**src/rtl/mdcs_defs.vh**
```
// Constants for the core and DMA clock select block.
`ifndef MDCS_DEFS_VH
`define MDCS_DEFS_VH

// ----------------------------------------------------------------------
// Register map: index as printed, byte address is four times the index.
// ----------------------------------------------------------------------
`define MDCS_SEL_IDX      17'h07f27
`define MDCS_STAT_IDX     17'h07f3f
`define MDCS_SEL_ADDR     32'h0001fc9c
`define MDCS_STAT_ADDR    32'h0001fcfc
`define MDCS_SEL_RESET    8'h40

// ----------------------------------------------------------------------
// Field positions of the clock select register.
// ----------------------------------------------------------------------
`define MDCS_B_SLEEP      7
`define MDCS_B_RING_EN    6
`define MDCS_B_CORE_SRC   5
`define MDCS_F_CORE_HI    4
`define MDCS_F_CORE_LO    3
`define MDCS_B_DMA_EXT    2
`define MDCS_F_DMA_HI     1
`define MDCS_F_DMA_LO     0

// ----------------------------------------------------------------------
// Rates in MHz and the base clock.
// ----------------------------------------------------------------------
`define MDCS_BASE_MHZ     9'd200
`define MDCS_RING_MHZ     8'd8
`define MDCS_RATE_TABLE   {8'd8, 8'd4, 8'd2, 8'd24, 8'd16, 8'd12, 8'd8}

// ----------------------------------------------------------------------
// Switch timing: pulses of the old clock, then of the new clock.
// ----------------------------------------------------------------------
`define MDCS_OLD_PULSES   2'd3
`define MDCS_NEW_PULSES   2'd3

// ----------------------------------------------------------------------
// Power states.
// ----------------------------------------------------------------------
`define MDCS_PS_RUN       2'b00
`define MDCS_PS_GATE      2'b01
`define MDCS_PS_OFF       2'b10

`endif

```
**src/rtl/mdcs_clock_select.v**
```verilog
// Core and DMA clock source select with sleep control, APB register.
//
// Contract
// Idle plus sleep gates the ring oscillator first, then all oscillators.
// Idle plus sleep drives the active-low flash chip enable high.
// Ring enable bit starts or stops the ring; set it before selecting it.
// Source bit 0 picks the ring; 1 picks the rate field.
// Core rate field: 00 8, 01 12, 10 16, 11 24 MHz.
// DMA external bit picks the external clock pin, else the rate field.
// DMA rate field: 00 stopped, 01 2, 10 4, 11 8 MHz.
// Switching takes three old then three new clock pulses.
// Software waits after enabling the ring before selecting it.
// Software should trade clock speed against workload to save power.
// The ring clocks the core with crystal and PLL off; the code keeps crystal and PLL on whenever the ring runs.
// An unmasked wakeup restarts ring and crystal after a stop.
// Clock selection never emits runt or glitch pulses.
//
// Local design decision: the APB register port.
`timescale 1ns/1ps
`default_nettype none
`include "mdcs_defs.vh"

module mdcs_clock_select #(
	parameter [7:0] RING_MHZ = `MDCS_RING_MHZ
) (
	input  wire        i_clk,
	input  wire        i_arst_n,
	input  wire        i_psel,
	input  wire        i_penable,
	input  wire        i_pwrite,
	input  wire [31:0] i_paddr,
	input  wire [31:0] i_pwdata,
	input  wire [3:0]  i_pstrb,
	output reg  [31:0] o_prdata,
	output wire        o_pready,
	output wire        o_pslverr,
	input  wire        i_core_idle_bit,
	input  wire        i_wakeup,
	input  wire        i_external_clock_input,
	output wire        o_core_clk_en,
	output wire        o_dma_clk_en,
	output reg         o_ring_osc_on,
	output reg         o_xtal_pll_on,
	output reg         o_flash_chip_enable_n
);

	// ------------------------------------------------------------------
	// Register and power state.
	// ------------------------------------------------------------------
	reg  [7:0] sel_reg;
	reg  [1:0] pstate;
	reg  [1:0] next_pstate;
	wire       core_busy;
	wire       dma_busy;

	wire ring_osc_enable    = sel_reg[`MDCS_B_RING_EN];
	wire core_clock_source  = sel_reg[`MDCS_B_CORE_SRC];
	wire dma_clock_external = sel_reg[`MDCS_B_DMA_EXT];
	wire [1:0] core_rate    = sel_reg[`MDCS_F_CORE_HI:`MDCS_F_CORE_LO];
	wire [1:0] dma_clock_rate = sel_reg[`MDCS_F_DMA_HI:`MDCS_F_DMA_LO];
	wire       sleep_bit    = sel_reg[`MDCS_B_SLEEP];

	// ------------------------------------------------------------------
	// APB slave: zero wait states, read data captured in the setup cycle.
	// ------------------------------------------------------------------
	wire hit_sel  = (i_paddr == `MDCS_SEL_ADDR);
	wire hit_stat = (i_paddr == `MDCS_STAT_ADDR);
	wire access   = i_psel && i_penable;
	wire wr_sel   = access && i_pwrite && hit_sel && i_pstrb[0];

	assign o_pready  = 1'b1;
	assign o_pslverr = access && !hit_sel && !hit_stat;

	// Read data is latched in the setup cycle and held through access.
	always @(posedge i_clk or negedge i_arst_n) begin
		if (!i_arst_n) begin
			o_prdata <= 32'h00000000;
		end else if (i_psel && !i_penable) begin
			if (hit_sel)
				o_prdata <= {24'h000000, sel_reg};
			else if (hit_stat)
				o_prdata <= {27'h0000000, pstate, dma_busy, core_busy,
				             o_xtal_pll_on};
			else
				o_prdata <= 32'h00000000;
		end
	end

	// Software writes the select byte; a wakeup outside the run state clears sleep and wins.
	always @(posedge i_clk or negedge i_arst_n) begin
		if (!i_arst_n) begin
			sel_reg <= `MDCS_SEL_RESET;
		end else begin
			if (wr_sel)
				sel_reg <= i_pwdata[7:0];
			if (i_wakeup && pstate != `MDCS_PS_RUN)
				sel_reg[`MDCS_B_SLEEP] <= 1'b0;
		end
	end

	// ------------------------------------------------------------------
	// Sleep sequencing: ring gated first, then every oscillator off.
	// ------------------------------------------------------------------
	always @* begin
		next_pstate = pstate;
		case (pstate)
		`MDCS_PS_RUN: begin
			if (i_core_idle_bit && sleep_bit)
				next_pstate = `MDCS_PS_GATE;
		end
		`MDCS_PS_GATE: begin
			if (i_wakeup)
				next_pstate = `MDCS_PS_RUN;
			else
				next_pstate = `MDCS_PS_OFF;
		end
		`MDCS_PS_OFF: begin
			if (i_wakeup)
				next_pstate = `MDCS_PS_RUN;
		end
		default: begin
			next_pstate = `MDCS_PS_RUN;
		end
		endcase
	end

	// Oscillator controls follow the next power state; flash enable follows idle and sleep.
	always @(posedge i_clk or negedge i_arst_n) begin
		if (!i_arst_n) begin
			pstate                <= `MDCS_PS_RUN;
			o_ring_osc_on         <= 1'b0;
			o_xtal_pll_on         <= 1'b0;
			o_flash_chip_enable_n <= 1'b1;
		end else begin
			pstate        <= next_pstate;
			o_ring_osc_on <= ring_osc_enable &&
			                 next_pstate == `MDCS_PS_RUN;
			o_xtal_pll_on <= next_pstate != `MDCS_PS_OFF;
			o_flash_chip_enable_n <= i_core_idle_bit && sleep_bit;
		end
	end

	// ------------------------------------------------------------------
	// Rate pulse generators: accumulators give exact average rates.
	// ------------------------------------------------------------------
	localparam [63:0] RATES = {RING_MHZ, `MDCS_RATE_TABLE};
	wire [7:0] rate_en;

	genvar g;
	generate
		for (g = 0; g < 8; g = g + 1) begin : g_rate
			reg  [8:0] acc;
			wire [8:0] sum = acc + {1'b0, RATES[g*8 +: 8]};
			// The ring runs alone; the others need crystal and PLL.
			wire run = (g == 7) ? o_ring_osc_on : o_xtal_pll_on;
			reg        pulse;
			always @(posedge i_clk or negedge i_arst_n) begin
				if (!i_arst_n) begin
					acc   <= 9'd0;
					pulse <= 1'b0;
				end else if (!run) begin
					acc   <= 9'd0;
					pulse <= 1'b0;
				end else if (sum >= `MDCS_BASE_MHZ) begin
					acc   <= sum - `MDCS_BASE_MHZ;
					pulse <= 1'b1;
				end else begin
					acc   <= sum;
					pulse <= 1'b0;
				end
			end
			// A stopped source drops a pulse still in its register.
			assign rate_en[g] = pulse && run;
		end
	endgenerate

	// ------------------------------------------------------------------
	// External DMA clock: two-stage synchroniser, then rising edge.
	// ------------------------------------------------------------------
	reg ext_s1;
	reg ext_s2;
	reg ext_s3;
	always @(posedge i_clk or negedge i_arst_n) begin
		if (!i_arst_n) begin
			ext_s1 <= 1'b0;
			ext_s2 <= 1'b0;
			ext_s3 <= 1'b0;
		end else begin
			ext_s1 <= i_external_clock_input;
			ext_s2 <= ext_s1;
			ext_s3 <= ext_s2;
		end
	end
	wire ext_en = ext_s2 && !ext_s3;

	// ------------------------------------------------------------------
	// Source selection through the glitch-free switches.
	// ------------------------------------------------------------------
	wire [2:0] core_sel = core_clock_source ?
	                      {1'b0, core_rate} + 3'd1 : 3'd0;
	wire [2:0] dma_sel  = dma_clock_external ?
	                      3'd4 : {1'b0, dma_clock_rate};

	// Core sources: ring, then 8, 12, 16 and 24 MHz.
	mdcs_switch #(
		.N  (5),
		.SW (3)
	) u_core_sw (
		.i_clk      (i_clk),
		.i_arst_n   (i_arst_n),
		.i_sel      (core_sel),
		.i_src_en   ({rate_en[3:0], rate_en[7]}),
		.i_src_live ({{4{o_xtal_pll_on}}, o_ring_osc_on}),
		.o_clk_en   (o_core_clk_en),
		.o_busy     (core_busy)
	);

	// DMA sources: stopped, 2, 4, 8 MHz, then the external pin.
	mdcs_switch #(
		.N  (5),
		.SW (3)
	) u_dma_sw (
		.i_clk      (i_clk),
		.i_arst_n   (i_arst_n),
		.i_sel      (dma_sel),
		.i_src_en   ({ext_en, rate_en[6:4], 1'b0}),
		.i_src_live ({1'b1, {3{o_xtal_pll_on}}, 1'b0}),
		.o_clk_en   (o_dma_clk_en),
		.o_busy     (dma_busy)
	);

endmodule // mdcs_clock_select

`default_nettype wire

```
**src/rtl/mdcs_switch.v**
```verilog
// Glitch-free selector of clock enable pulses.
`timescale 1ns/1ps
`default_nettype none
`include "mdcs_defs.vh"

module mdcs_switch #(
	parameter N  = 5,
	parameter SW = 3
) (
	input  wire          i_clk,
	input  wire          i_arst_n,
	input  wire [SW-1:0] i_sel,
	input  wire [N-1:0]  i_src_en,
	input  wire [N-1:0]  i_src_live,
	output wire          o_clk_en,
	output wire          o_busy
);

	localparam ST_PASS = 2'b00;
	localparam ST_OLD  = 2'b01;
	localparam ST_NEW  = 2'b10;

	reg [SW-1:0] cur;
	reg [1:0]    state;
	reg [1:0]    cnt;

	// Walks old-clock pulses, then new-clock pulses, output blocked.
	// A stopped old source cannot count, so its wait is skipped.
	always @(posedge i_clk or negedge i_arst_n) begin
		if (!i_arst_n) begin
			cur   <= {SW{1'b0}};
			state <= ST_PASS;
			cnt   <= 2'd0;
		end else begin
			case (state)
			ST_PASS: begin
				if (i_sel != cur) begin
					cnt   <= 2'd0;
					state <= i_src_live[cur] ? ST_OLD : ST_NEW;
					if (!i_src_live[cur])
						cur <= i_sel;
				end
			end
			ST_OLD: begin
				if (i_src_en[cur]) begin
					if (cnt == `MDCS_OLD_PULSES - 2'd1) begin
						cnt   <= 2'd0;
						cur   <= i_sel;
						state <= ST_NEW;
					end else begin
						cnt <= cnt + 2'd1;
					end
				end
			end
			ST_NEW: begin
				if (i_src_en[cur] || !i_src_live[cur]) begin
					if (cnt == `MDCS_NEW_PULSES - 2'd1 ||
					    !i_src_live[cur]) begin
						cnt   <= 2'd0;
						state <= ST_PASS;
					end else begin
						cnt <= cnt + 2'd1;
					end
				end
			end
			default: begin
				state <= ST_PASS;
			end
			endcase
		end
	end

	// Pulses pass only once the switch has settled.
	assign o_clk_en = (state == ST_PASS) && (i_sel == cur) && i_src_en[cur];
	assign o_busy   = (state != ST_PASS) || (i_sel != cur);

endmodule // mdcs_switch

`default_nettype wire

```
**config.mk**
```make
export PLATFORM = sky130hd
export DESIGN_NAME = mdcs_clock_select
export DESIGN_NICKNAME = d
export VERILOG_FILES = /design/src/rtl/mdcs_clock_select.v /design/src/rtl/mdcs_switch.v
export VERILOG_INCLUDE_DIRS = /design/src /design/src/rtl
export SDC_FILE = /design/constraint.sdc
export NUM_CORES = 1
export LEC_CHECK = 0
export ABC_AREA = 1
export BUFFER_PORTS_ARGS = -buffer_cell sky130_fd_sc_hd__buf_2
export CAP_MARGIN = 20
export CORE_MARGIN = 2
export CORE_UTILIZATION = 35
export DETAILED_ROUTE_END_ITERATION = 6
export RECOVER_POWER = 25
export SLEW_MARGIN = 20
export SYNTH_ARGS = -nofsm -noshare
export SYNTH_HDL_FRONTEND = slang
export SYNTH_SLANG_ARGS = --single-unit
```
**constraint.sdc**
```tcl
create_clock -name i_clk -period 2.23 [get_ports i_clk]
set_input_delay 0.223 -clock i_clk [delete_from_list [all_inputs] [get_ports i_clk]]
set_output_delay 0.223 -clock i_clk [all_outputs]
set_load 0.02 [all_outputs]
```
==> qor.yml <==
status: "finished with violations"
violations: "DRC"
cp_data_arrival_time_ps: 1840
leakage_nw: 3.801
yosysSeqAreaShare_pct: 37.91
clockRootBuffer: "clkbuf_16"
p_per_area_nw_per_um2: 1272
critPathRequiredTime_ps: 2010
final_antenna_net_count: 0
crit_chain: "ha_1 > nand2_1 > xor2_1 > nand4_1 > a21oi_2 > buf_4"
synth_edf_count: 0
areaGrowthSynthToFinish_pct: 14.03
grt_pass1_vias: 5121
max-cap-violations: 0
postLayoutCoreUtil_pct: 40.82
cp_num_buf_inv: 1
final_cells: 1177
largest_register_ffs: 52
grt_pass1_wl_mm: 23.00
largest-register: "g_rate.acc"
crit_slowest_cell: "dfrtp_1"
layout_common_cells: "216 x nand2_1, 112 x inv_1, 96 x nor2_1, 96 x dfrtp_1, 72 x nand3_1"
grt_start_max_net_pins: 49
drive_gt1_share_pct: 16.56
netlist_top_cells_area: "dfrtp_1 37%, nand2_1 13%, inv_1 6.5%"
period_needed_ps: 2068
core_area_sq_um: 18090
reg2reg_slack_ps: 230
synth_top_flop_cell: "dfrtp_1"
avgSynthCellArea_sq_um: 7.460
cts_made_buffers: 9
max_slew_margin_pct: 49.35
power_mw: 9.393
yosys.cell_types.count: 42
hpwl_mm: 9.752
port_buffers: 62
via_count: 5340
insertion_delay_ps: 350
clkTransAtPathRegs_ps: 70
cts.sinks: 98
num-fill-cells: 1859
worstMarginPinSlew_ps: 759.7
min_period_over_period_pct: 92.72
timing.critical_path.slowest_cell_delay_ps: 420
finClkSkew_ps: 9.506
setup_tns_ps: 0
h-tree-depth: 3
routedWlPerCell_um: 11.05
antenna-diode-count: 0
design.die.area_sq_um: 19600
dp_cells: 1159
fmax_mhz: 483.6
drt_iter0_drc: 324
path_class: "register to output pin"
irDropWorstVdd_v: 0.0005063
final_nets: 1051
rows: 49
startpoint_type: "register"
hold_viol: 0
end_kind: "output pin"
path_max_fanout: 4
drt_first_pass_iters: 7
critPathTopFamily: "flip-flops"
start_util_pct: 35.80
grt_use_total_pct: 14.19
boundaryPins: 115
synthDominantCellAreaShare_pct: 37.10
clockBufferDepth: 2
min_path_type: "input port to register"
setup_violations: 0
antenna_found_initial: 0
cts_tree: "done"
route.detailed.drc: 9
die_x_um: 140.0
synth_largest_area_cell: "dfrtp_1"
yosysWarnings: 0
grt_overflow: 0
drt-total-wl_mm: 13.01
viasPerCell: 4.537
die_height_um: 140.0
layout_commonest_cell: "nand2_1"
synthCells: 868
gp_congestion: 0.7841
grt_setup_unrepaired: "no"
syn-cell-area_sq_um: 6475
synth_seq_cells: 98
synth-async-reset-ratio_pct: 100.0
drv_slew: 0
==> synth_stat cells, drive strengths merged (2+ instances only) <==
| cell type | n |
|---|---|
| ha | 32 |
| dfrtp | 96 |
| o31ai | 2 |
| buf | 30 |
| dfstp | 2 |
| o21ai | 42 |
| a21oi | 29 |
| nor3 | 5 |
| nor2 | 111 |
| inv | 125 |
| xnor2 | 5 |
| nand3b | 5 |
| a31oi | 8 |
| nand4 | 19 |
| nand2 | 235 |
| nand3 | 80 |
| clkbuf | 3 |
| xor2 | 26 |
| conb | 2 |
| o21bai | 4 |
==> layer usage <==
| layer | up-vias | wire [um] | GRT usage (%) |
|---|---|---|---|
| li1 | 2843 | - | - |
| met1 | 2426 | 6423 | 18.48 |
| met2 | 61 | 6083 | 23.49 |
| met3 | 10 | 384 | 3.487 |
| met4 | 0 | 114 | 4.200 |
| met5 | - | 0 | 0 |
==> layout make-up <==
cell class                      instances  area, sq um  share of cell area [%]
Multi-Input combinational cell        634         3420                   46.31
Sequential cell                        98         2455                   33.25
Inverter                              126        473.0                   6.406
Timing Repair Buffer                   74        404.1                   5.474
Tap cell                              229        286.5                   3.881
Clock buffer                           11        242.7                   3.288
Clock inverter                          5        102.6                   1.390
==> where the power goes <==
part           internal, mW  switching (mW)  leakage [nW]
Combinational          1.82            2.97          2.40
Clock                  1.13           0.670         0.166
Sequential             2.34           0.461          1.24
==> stage by stage <==
stage | hold slack, ps | instance area, sq um | setup slack (ps)
5_1_grt | 78.54 | 7383 | 12.53
3_3_place_gp | 189.7 | 7023 | 234.1
2_1_floorplan | -72.59 | 6561 | 412.1
4_1_cts | 57.53 | 7392 | 97.38
6_report | 73.13 | 7383 | 162.2
3_5_place_dp | 192.4 | 7023 | 220.4
==> repair_timing <==
item                                   CTS  global route
endpoints found under the hold margin   28             0
resized for setup                        1             2
cloned                                   0             0
setup endpoints to repair                1             4
setup buffers                            0             0
hold buffers                             2             0
==> path summary, 6_finish.rpt <==
check	cells past startpoint	from	to
setup / recovery	6	sel_reg[3]	o_core_clk_en
hold / removal	3	i_pwdata[6]	sel_reg[6]
setup reg to reg	12	g_rate[5].acc[2]	g_rate[5].acc[6]
hold reg to reg	0	ext_s1	ext_s2
max in group asynchronous	3	i_arst_n	g_rate[6].acc[6]
min in group asynchronous	2	i_arst_n	o_prdata[4]
==> tightest hold or removal path: cells and delay by family <==
kind            cells  cell delay, ps
buf+inv             2             140
compound gates      1              60
==> cells by family after synthesis <==
group	synth area share [%]
AND/OR/NAND/NOR	31.96
buffers and inverters	10.78
flip-flops	37.91
AO/OA/AOI/OAI	7.807
adder cells (fa/ha/maj)	6.184
XOR/XNOR	5.237
other	0.1160
Power figures use the tool's default switching activity.
